--- config.mk ---
export PLATFORM = sky130hd
export DESIGN_NAME = timer_counter
export DESIGN_NICKNAME = d
export VERILOG_FILES = /design/src/shared/counter_pkg.sv /design/src/core/timer_counter.sv
export SDC_FILE = /design/constraint.sdc
export NUM_CORES = 1
export LEC_CHECK = 0
export ABC_AREA = 1
export BUFFER_PORTS_ARGS = -buffer_cell sky130_fd_sc_hd__buf_2
export CAP_MARGIN = 20
export CORE_MARGIN = 3
export CORE_UTILIZATION = 33
export DETAILED_ROUTE_END_ITERATION = 7
export SLEW_MARGIN = 15
export SYNTH_ARGS = -nofsm -noshare
export SYNTH_HDL_FRONTEND = slang
export SYNTH_SLANG_ARGS = --single-unit
--- constraint.sdc ---
create_clock -name ref_clk -period 2.11 [get_ports ref_clk]
set_clock_uncertainty 0.1 [all_clocks]
set_input_delay 0.1055 -clock ref_clk [delete_from_list [all_inputs] [get_ports ref_clk]]
set_output_delay 0.1055 -clock ref_clk [all_outputs]
set_load 0.03 [all_outputs]
--- src/shared/counter_pkg.sv ---
`default_nettype none
package counter_pkg;
    // ****************************************
    // Register indices (byte address = 4 * index)
    // ****************************************
    localparam logic [7:0] FLAG_INDEX = 8'h0C;
    localparam logic [7:0] LOW_INDEX = 8'h0E;
    localparam logic [7:0] HIGH_INDEX = 8'h0F;
    localparam logic [7:0] CONTROL_INDEX = 8'h10;
    localparam logic [7:0] COMPARE_INDEX = 8'h14;
    localparam logic [7:0] COMPARE_MODE_INDEX = 8'h15;
    localparam int ADDR_SHIFT = 2;

    // ****************************************
    // Control and flag register fields
    // ****************************************
    localparam int CTRL_ON_POS = 0;
    localparam int CTRL_EXT_POS = 1;
    localparam int CTRL_BYPASS_POS = 2;
    localparam int CTRL_OSC_POS = 3;
    localparam int CTRL_PS_POS = 4;
    localparam int FLAG_OVF_POS = 0;
    localparam logic [7:0] CONTROL_RESET = 8'h00;

    // ****************************************
    // Compare and bus codes
    // ****************************************
    localparam logic [3:0] MODE_SPECIAL_EVENT = 4'hB;
    localparam logic [15:0] COUNT_MAX = 16'hFFFF;
    localparam logic [1:0] RESP_OKAY = 2'h0;
    localparam logic [1:0] RESP_SLVERR = 2'h2;
endpackage : counter_pkg
`default_nettype wire

--- src/core/timer_counter.sv ---
// How it works
// [RULE_01] External select counts rising edges of crystal input if oscillator on, else count pin.
// [RULE_02] Bypass clear: prescaler output passes one synchroniser stage before counting.
// [RULE_03] Prescaler advances directly on each selected external edge.
// [RULE_04] Synchronised counter mode in sleep: count holds, prescaler still advances.
// [RULE_05] Bypass set, bit 2: count increments straight from prescaler output.
// [RULE_06] Asynchronous mode keeps counting in sleep; overflow flag can wake processor.
// [RULE_07] No capture/compare time base offered in asynchronous mode.
// [RULE_08] Count byte reads return stable registered values.
// [RULE_09] Software should stop counter before writing count bytes.
// [RULE_10] Software reads high, low, high again; repeats if highs differ.
// [RULE_11] Software clears low byte, writes high, then low, interrupts off.
// [RULE_12] Oscillator enable, bit 3, drives crystal amplifier between crystal pins.
// [RULE_13] Oscillator keeps running in every power-managed mode.
// [RULE_14] Software waits its own delay after enabling oscillator.
// [RULE_15] Compare mode 1011 match resets count and starts a conversion.
// [RULE_16] Trigger reset never sets the overflow flag, bit 0.
// [RULE_17] Trigger reset acts only in timer or synchronised counter mode.
// [RULE_18] Count write in trigger cycle wins over the reset.
// [RULE_19] Compare pair acts as the counter period under trigger.
// [RULE_20] Count wraps FFFFh to 0000h and latches the overflow flag.
// [RULE_21] Prescale select 00..11 divides by 1, 2, 4, 8.
// [RULE_22] After enable in counter mode, a falling edge must precede counting.
// [RULE_23] Timer mode counts every instruction clock and ignores bypass bit.
// [RULE_24] Counter off holds count and prescaler, ignoring all edges.
//
// The implementer's own choices: the address map and the AXI4-Lite interface to the registers.
`timescale 1ns/10ps
`default_nettype none
module timer_counter
    import counter_pkg::*;
#(
    parameter int ADDR_W = 8
) (
    input wire logic ref_clk,
    input wire logic reset_n,
    input wire logic [ADDR_W-1:0] s_axi_awaddr,
    input wire logic s_axi_awvalid,
    output logic s_axi_awready,
    input wire logic [31:0] s_axi_wdata,
    input wire logic [3:0] s_axi_wstrb,
    input wire logic s_axi_wvalid,
    output logic s_axi_wready,
    output logic [1:0] s_axi_bresp,
    output logic s_axi_bvalid,
    input wire logic s_axi_bready,
    input wire logic [ADDR_W-1:0] s_axi_araddr,
    input wire logic s_axi_arvalid,
    output logic s_axi_arready,
    output logic [31:0] s_axi_rdata,
    output logic [1:0] s_axi_rresp,
    output logic s_axi_rvalid,
    input wire logic s_axi_rready,
    input wire logic extCountPin,
    input wire logic crystalInPin,
    output logic crystalOutPin,
    output logic crystalOutOe,
    input wire logic sleepMode,
    output logic overflowFlag,
    output logic adcStart,
    output logic [15:0] timeBase,
    output logic timeBaseValid
);
    typedef struct packed {
        logic [15:0] count;
        logic [2:0] prescale;
        logic armed;
        logic inPrev;
        logic syncPulse;
        logic flag;
        logic [7:0] control;
        logic [15:0] compare;
        logic [3:0] compareMode;
        logic awHeld;
        logic [ADDR_W-1:0] awAddr;
        logic wHeld;
        logic [31:0] wData;
        logic [3:0] wStrb;
        logic awReady;
        logic wReady;
        logic bValid;
        logic [1:0] bResp;
        logic arReady;
        logic rValid;
        logic [31:0] rData;
        logic [1:0] rResp;
        logic adcStart;
        logic oscOut;
        logic timeBaseValid;
        logic [15:0] timeBase;
    } state_t;

    localparam state_t STATE_RESET = '{awReady: 1'b1, wReady: 1'b1, arReady: 1'b1,
        control: CONTROL_RESET, default: '0};

    state_t s;
    state_t next_s;

    logic ctrlOn;
    logic ctrlExt;
    logic ctrlBypass;
    logic ctrlOsc;
    logic [1:0] ctrlPs;
    logic selIn;
    logic prescaleTick;
    logic [2:0] psMask;
    logic prescaleOut;
    logic asyncMode;
    logic incEvent;
    logic trig;
    logic busWrite;
    logic countWrite;
    logic [7:0] wIndex;
    logic [7:0] rIndex;
    logic [16:0] countPlus;

    assign ctrlOn = s.control[CTRL_ON_POS];
    assign ctrlExt = s.control[CTRL_EXT_POS];
    assign ctrlBypass = s.control[CTRL_BYPASS_POS];
    assign ctrlOsc = s.control[CTRL_OSC_POS];
    assign ctrlPs = s.control[CTRL_PS_POS +: 2];
    assign asyncMode = ctrlExt && ctrlBypass;
    assign selIn = ctrlOsc ? crystalInPin : extCountPin; // [RULE_01]
    assign psMask = 3'((4'h1 << ctrlPs) - 4'h1);
    assign busWrite = s.awHeld && s.wHeld && !s.bValid;
    assign countWrite = busWrite && (wIndex == LOW_INDEX || wIndex == HIGH_INDEX) && s.wStrb[0];
    assign wIndex = 8'(s.awAddr >> ADDR_SHIFT);
    assign rIndex = 8'(s_axi_araddr >> ADDR_SHIFT);
    assign countPlus = {1'b0, s.count} + 17'h00001;

    // ****************************************
    // Count path
    // ****************************************
    always_comb begin
        next_s = s;
        next_s.adcStart = 1'b0;
        next_s.inPrev = selIn;
        next_s.oscOut = !crystalInPin; // [RULE_12] [RULE_13]
        // Edge source: external rising edge after arming, else every cycle
        prescaleTick = 1'b0;
        if (ctrlOn) begin
            if (ctrlExt) begin
                prescaleTick = s.armed && selIn && !s.inPrev; // [RULE_01] [RULE_22]
            end else begin
                prescaleTick = 1'b1; // [RULE_23]
            end
        end
        if (!ctrlOn) begin
            next_s.armed = 1'b0; // [RULE_22]
        end else if (s.inPrev && !selIn) begin
            next_s.armed = 1'b1; // [RULE_22]
        end
        prescaleOut = prescaleTick && ((s.prescale & psMask) == psMask); // [RULE_21]
        if (prescaleTick) begin
            next_s.prescale = s.prescale + 3'h1; // [RULE_03] [RULE_04]
        end
        next_s.syncPulse = prescaleOut && ctrlExt && !ctrlBypass && !sleepMode; // [RULE_02] [RULE_04]
        if (!ctrlOn) begin
            incEvent = 1'b0; // [RULE_24]
        end else if (!ctrlExt) begin
            incEvent = prescaleOut && !sleepMode; // [RULE_23]
        end else if (ctrlBypass) begin
            incEvent = prescaleOut; // [RULE_05] [RULE_06]
        end else begin
            incEvent = s.syncPulse; // [RULE_02]
        end
        trig = ctrlOn && !asyncMode && s.compareMode == MODE_SPECIAL_EVENT
            && s.count == s.compare; // [RULE_15] [RULE_17] [RULE_19]
        if (trig) begin
            next_s.count = countWrite ? s.count : 16'h0000; // [RULE_15] [RULE_16] [RULE_18]
            next_s.adcStart = 1'b1; // [RULE_15]
        end else if (incEvent) begin
            next_s.count = countPlus[15:0]; // [RULE_20]
        end
        next_s.timeBaseValid = !asyncMode; // [RULE_07]
        next_s.timeBase = asyncMode ? 16'h0000 : s.count; // [RULE_07]

        // ****************************************
        // Register writes
        // ****************************************
        if (busWrite) begin
            next_s.bValid = 1'b1;
            next_s.bResp = RESP_OKAY;
            next_s.awHeld = 1'b0;
            next_s.wHeld = 1'b0;
            case (wIndex)
                LOW_INDEX: begin
                    if (s.wStrb[0]) begin
                        next_s.count[7:0] = s.wData[7:0]; // [RULE_18] [RULE_09]
                        next_s.prescale = 3'h0;
                    end
                end
                HIGH_INDEX: begin
                    if (s.wStrb[0]) begin
                        next_s.count[15:8] = s.wData[7:0]; // [RULE_18] [RULE_11]
                        next_s.prescale = 3'h0;
                    end
                end
                CONTROL_INDEX: begin
                    if (s.wStrb[0]) begin
                        next_s.control = {2'b00, s.wData[5:0]};
                    end
                end
                FLAG_INDEX: begin
                    if (s.wStrb[0] && !s.wData[FLAG_OVF_POS]) begin
                        next_s.flag = 1'b0;
                    end
                end
                COMPARE_INDEX: begin
                    if (s.wStrb[0]) begin
                        next_s.compare[7:0] = s.wData[7:0];
                    end
                    if (s.wStrb[1]) begin
                        next_s.compare[15:8] = s.wData[15:8];
                    end
                end
                COMPARE_MODE_INDEX: begin
                    if (s.wStrb[0]) begin
                        next_s.compareMode = s.wData[3:0];
                    end
                end
                default: begin
                    next_s.bResp = RESP_SLVERR;
                end
            endcase
        end
        // Overflow set wins over a clear in the same cycle
        if (incEvent && !trig && countPlus[16] && !countWrite) begin
            next_s.flag = 1'b1; // [RULE_20] [RULE_06] [RULE_16]
        end

        // ****************************************
        // Bus handshakes
        // ****************************************
        if (s_axi_awvalid && s.awReady) begin
            next_s.awHeld = 1'b1;
            next_s.awAddr = s_axi_awaddr;
        end
        if (s_axi_wvalid && s.wReady) begin
            next_s.wHeld = 1'b1;
            next_s.wData = s_axi_wdata;
            next_s.wStrb = s_axi_wstrb;
        end
        if (s.bValid && s_axi_bready) begin
            next_s.bValid = 1'b0;
        end
        next_s.awReady = !next_s.awHeld && !next_s.bValid;
        next_s.wReady = !next_s.wHeld && !next_s.bValid;
        if (s_axi_arvalid && s.arReady) begin
            next_s.rValid = 1'b1;
            next_s.arReady = 1'b0;
            next_s.rResp = RESP_OKAY;
            case (rIndex)
                LOW_INDEX: next_s.rData = {24'h000000, s.count[7:0]}; // [RULE_08]
                HIGH_INDEX: next_s.rData = {24'h000000, s.count[15:8]}; // [RULE_08]
                CONTROL_INDEX: next_s.rData = {24'h000000, s.control};
                FLAG_INDEX: next_s.rData = {31'h00000000, s.flag};
                COMPARE_INDEX: next_s.rData = {16'h0000, s.compare};
                COMPARE_MODE_INDEX: next_s.rData = {28'h0000000, s.compareMode};
                default: begin
                    next_s.rData = 32'h00000000;
                    next_s.rResp = RESP_SLVERR;
                end
            endcase
        end else if (s.rValid && s_axi_rready) begin
            next_s.rValid = 1'b0;
            next_s.arReady = 1'b1;
        end
    end

    always_ff @(posedge ref_clk or negedge reset_n) begin
        if (!reset_n) begin
            s <= STATE_RESET;
        end else begin
            s <= next_s;
        end
    end

    assign s_axi_awready = s.awReady;
    assign s_axi_wready = s.wReady;
    assign s_axi_bvalid = s.bValid;
    assign s_axi_bresp = s.bResp;
    assign s_axi_arready = s.arReady;
    assign s_axi_rvalid = s.rValid;
    assign s_axi_rdata = s.rData;
    assign s_axi_rresp = s.rResp;
    assign crystalOutPin = s.oscOut;
    assign crystalOutOe = ctrlOsc;
    assign overflowFlag = s.flag;
    assign adcStart = s.adcStart;
    assign timeBase = s.timeBase;
    assign timeBaseValid = s.timeBaseValid;
endmodule : timer_counter
`default_nettype wire

==> metrics.json <==
{
  "syn_area": {"value": 6110, "unit": "sq um"},
  "setup.worst_path.class": {"value": "reg -> reg"},
  "post_route_total_power": {"value": 10.8, "unit": "mW"},
  "top_level_ports": {"value": 124},
  "cellInternalPower": {"value": 6.50, "unit": "mW"},
  "dieArea": {"value": 20200, "unit": "sq um"},
  "route.detailed.drc": {"value": 0},
  "number_of_optimization_iterations_in_the_first_detailed_route_pass": {"value": 7},
  "worst-slew-pin-transition": {"value": 0.552, "unit": "ns"},
  "cts_made_buffers": {"value": 17},
  "dp_worst_setup_slack": {"value": 0.0643, "unit": "ns"},
  "worst_hold_path_type": {"value": "in -> async"},
  "cp-start-kind": {"value": "register"},
  "drive_gt1_share": {"value": 24.1, "unit": "%"},
  "routed_wl": {"value": 16800, "unit": "microns"},
  "ys_top_cells_by_area": {"value": "dfrtp_1, nand2_1, buf_4"},
  "first_global_vias": {"value": 5005},
  "post_synthesis_area_per_instance": {"value": 7.79, "unit": "sq um"},
  "timing.critical_path.cells": {"value": "nand2_1 > nand2_1 > nor2_1 > nand2_1 > nor2_2 > nand3_4 > nor2_4 > inv_2 > nand2_1 > o21ai_1 > nand3_1 > nand2_1"},
  "start_util": {"value": 33.8, "unit": "%"},
  "fp.dieH": {"value": 142, "unit": "microns"},
  "dpl-instance-area": {"value": 6790, "unit": "sq um"},
  "post_synth_arst_share": {"value": 100, "unit": "%"},
  "cts_tree": {"value": "yes"},
  "setup-violations-final": {"value": 0},
  "crit_path_max_fanout": {"value": 7},
  "finish.utilization": {"value": 43.3, "unit": "%"},
  "layout_setup_ws": {"value": 0.107, "unit": "ns"},
  "outcome": {"value": "finished, final reports clean"},
  "arrival": {"value": 2.20, "unit": "ns"},
  "postSynth.topFlopCell": {"value": "dfrtp_1"},
  "total_switching_power": {"value": 4.32, "unit": "mW"},
  "synthMostInstantiatedCell": {"value": "nand2_1"},
  "clk_path_buf_depth": {"value": 2},
  "routabilityCongestion": {"value": 0.928},
  "time_the_final_worst_path_needs_with_i_o_delays_and_setup": {"value": 2.00, "unit": "ns"},
  "critical-path-max-stage-delay": {"value": 0.43, "unit": "ns"},
  "tritoncts_num_sinks": {"value": 117},
  "core_area": {"value": 18100, "unit": "sq um"},
  "antenna_cells": {"value": 0},
  "synth_enable_flop_cells": {"value": 0},
  "report.final.slew_viol_count": {"value": 0},
  "grt_pass1_wl": {"value": 26700, "unit": "microns"},
  "fraction_of_power_spent_switching_nets": {"value": 39.9, "unit": "%"},
  "dpl.hpwl": {"value": 13000, "unit": "microns"},
  "powerDensity": {"value": 1380, "unit": "nW/um^2"},
  "die-width": {"value": 142, "unit": "microns"},
  "crit_top_cell": {"value": "nand2_1"},
  "cts.htree.levels": {"value": 4},
  "clock_latency": {"value": 0.42, "unit": "ns"},
  "min_period_over_period": {"value": 94.9, "unit": "%"},
  "worst_setup_hold_path_clk_slew": {"value": 0.05, "unit": "ns"},
  "synth.largest_area_cell": {"value": "dfrtp_1"},
  "vias": {"value": 5346},
  "worst_ep_required_time": {"value": 2.31, "unit": "ns"},
  "vias_per_cell": {"value": 4.60},
  "final_hold_viol_count": {"value": 0},
  "synthCells": {"value": 784},
  "dr.first_iter.drc_count": {"value": 355},
  "max-vdd-ir-drop": {"value": 0.845, "unit": "mV"},
  "clock_power_share": {"value": 27.1, "unit": "%"},
  "slowest_stage": {"value": "dfrtp_1"},
  "drt-wirelength-per-cell": {"value": 14.4, "unit": "microns"},
  "synth.ff_latch_count": {"value": 117},
  "postLayoutCellArea": {"value": 7830, "unit": "sq um"},
  "synth_cell_type_count": {"value": 39},
  "p_leak": {"value": 3.95, "unit": "nW"},
  "pwr-share-comb": {"value": 39.3, "unit": "%"},
  "maxSlewHeadroom": {"value": 63.1, "unit": "%"},
  "core.rowCount": {"value": 49},
  "grt_usage": {"value": 17.3, "unit": "%"},
  "synth.yosys.seq_area_share": {"value": 48.0, "unit": "%"},
  "synth_commonest_cells": {"value": "nand2_1, dfrtp_1, inv_1"},
  "layout.nets": {"value": 984},
  "critical_path.endpoint_type": {"value": "register"},
  "synthesis.yosys.warnings": {"value": 0},
  "clock_tree.root_cell": {"value": "clkbuf_16"},
  "synth_largest_type_area_fraction": {"value": 46.7, "unit": "%"},
  "power.share.sequential": {"value": 33.6, "unit": "%"},
  "drv_cap": {"value": 0},
  "syn_to_final_growth": {"value": 28.1, "unit": "%"},
  "place.port_buffers": {"value": 83},
  "grt_max_degree": {"value": 69},
  "grt_antenna_before_repair": {"value": 0},
  "antenna_violating_nets_post_route": {"value": 0},
  "fmax": {"value": 0.499, "unit": "GHz"},
  "globalRoute.totalOverflow": {"value": 0}
}
[final timing paths]
kind                                 from        endpoint  slack [ns]  depth (start not counted)
hold / removal                    reset_n          s[108]        0.02                          2
max in group asynchronous         reset_n   s_axi_arready        1.19                          3
min in group ref_clk        s_axi_arvalid  s_axi_rdata[2]        0.04                          5
hold reg to reg            s_axi_rdata[5]  s_axi_rdata[5]        0.38                          2
setup reg to reg                  ctrlExt          s[152]        0.11                         12
setup / recovery                  ctrlExt          s[152]        0.11                         12
[flip-flops by register name (all words and copies together) (netlist names), 2 cells and up]
signal	flops
s_axi_rdata	16
timeBase	16
ctrlPs	2
s	68
[per-stage QoR]
stage                     setup TNS (ns)  instances  hold slack (ns)
after detailed placement               0       1093          -0.0889
final                                  0       1162           0.0199
after floorplan                        0        801           -0.290
after CTS                              0       1155           0.0197
after global routing             -0.0281       1162           0.0361
after global placement                 0       1093          -0.0879
[per-layer routing]
layer	GRT usage (%)	vias to the layer above	wire, microns	part of all wire, %
li1	-	2707	-	-
met1	25.1	2435	8220	49
met2	25.2	180	7120	42
met3	4.17	24	1110	6.6
met4	5.96	0	322	1.9
met5	0	-	0	0
[power groups by stage]
stage / Combinational [mW] / Clock [mW] / Sequential (mW)
2_1_floorplan: 2.77 / 0 / 3.57
3_3_place_gp: 4.04 / 0 / 3.62
3_5_place_dp: 4.04 / 0 / 3.63
4_1_cts: 4.11 / 3.00 / 3.60
5_1_grt: 4.77 / 3.10 / 3.74
6_report: 4.25 / 2.93 / 3.63
[kinds of logic (layout without fill, tap and decap cells)]
logic type	after synthesis	in the layout	synth area share [%]
simple gates	378	378	26.3
buf+inv	168	300	13.7
xor+xnor	6	6	0.860
fa+ha+maj	2	2	0.410
other cells	1	18	0.0614
mux	4	4	0.737
compound gates	108	108	9.91
flops	117	117	48.0
[cells in the final DEF, fill, tap and decap left out, types with 6 or more instances in the layout]
cell / instances
nand2_1: 201
dfrtp_1: 108
inv_1: 87
nor2_1: 82
buf_2: 82
buf_4: 53
o21ai_0: 45
nand3_1: 38
dlygate4sd3_1: 30
a21oi_1: 28
conb_1: 18
clkbuf_16: 17
inv_2: 14
nand4_1: 12
nand2_2: 11
nor3_1: 11
o22ai_1: 10
o31ai_1: 9
nor2_2: 8
o21ai_1: 7
dfrtp_2: 6
[timing repair]
item	4_1_cts	5_1_grt
gates resized for setup	0	24
endpoints found under the hold margin	147	0
hold buffers	30	0
setup endpoints to repair	0	15
setup buffers	0	7
[critical path: cells and delay by family (launching register included)]
kind,cells,cell delay (ns)
AOI/OAI and AO/OA,1,0.07
buffers and inverters,1,0.10
DFF,1,0.43
and+or+nand+nor,10,1.18
[area by class of cell]
class,instances,area [sq um]
multi-input cells,516,2470
repair buffers,167,1150
fillers,1858,10300
well taps,229,287
clock buffers,23,478
clock inverters,9,126
inverters,101,379
flip-flops and latches,117,2940
Note: power is estimated with default switching activity, not from simulation.
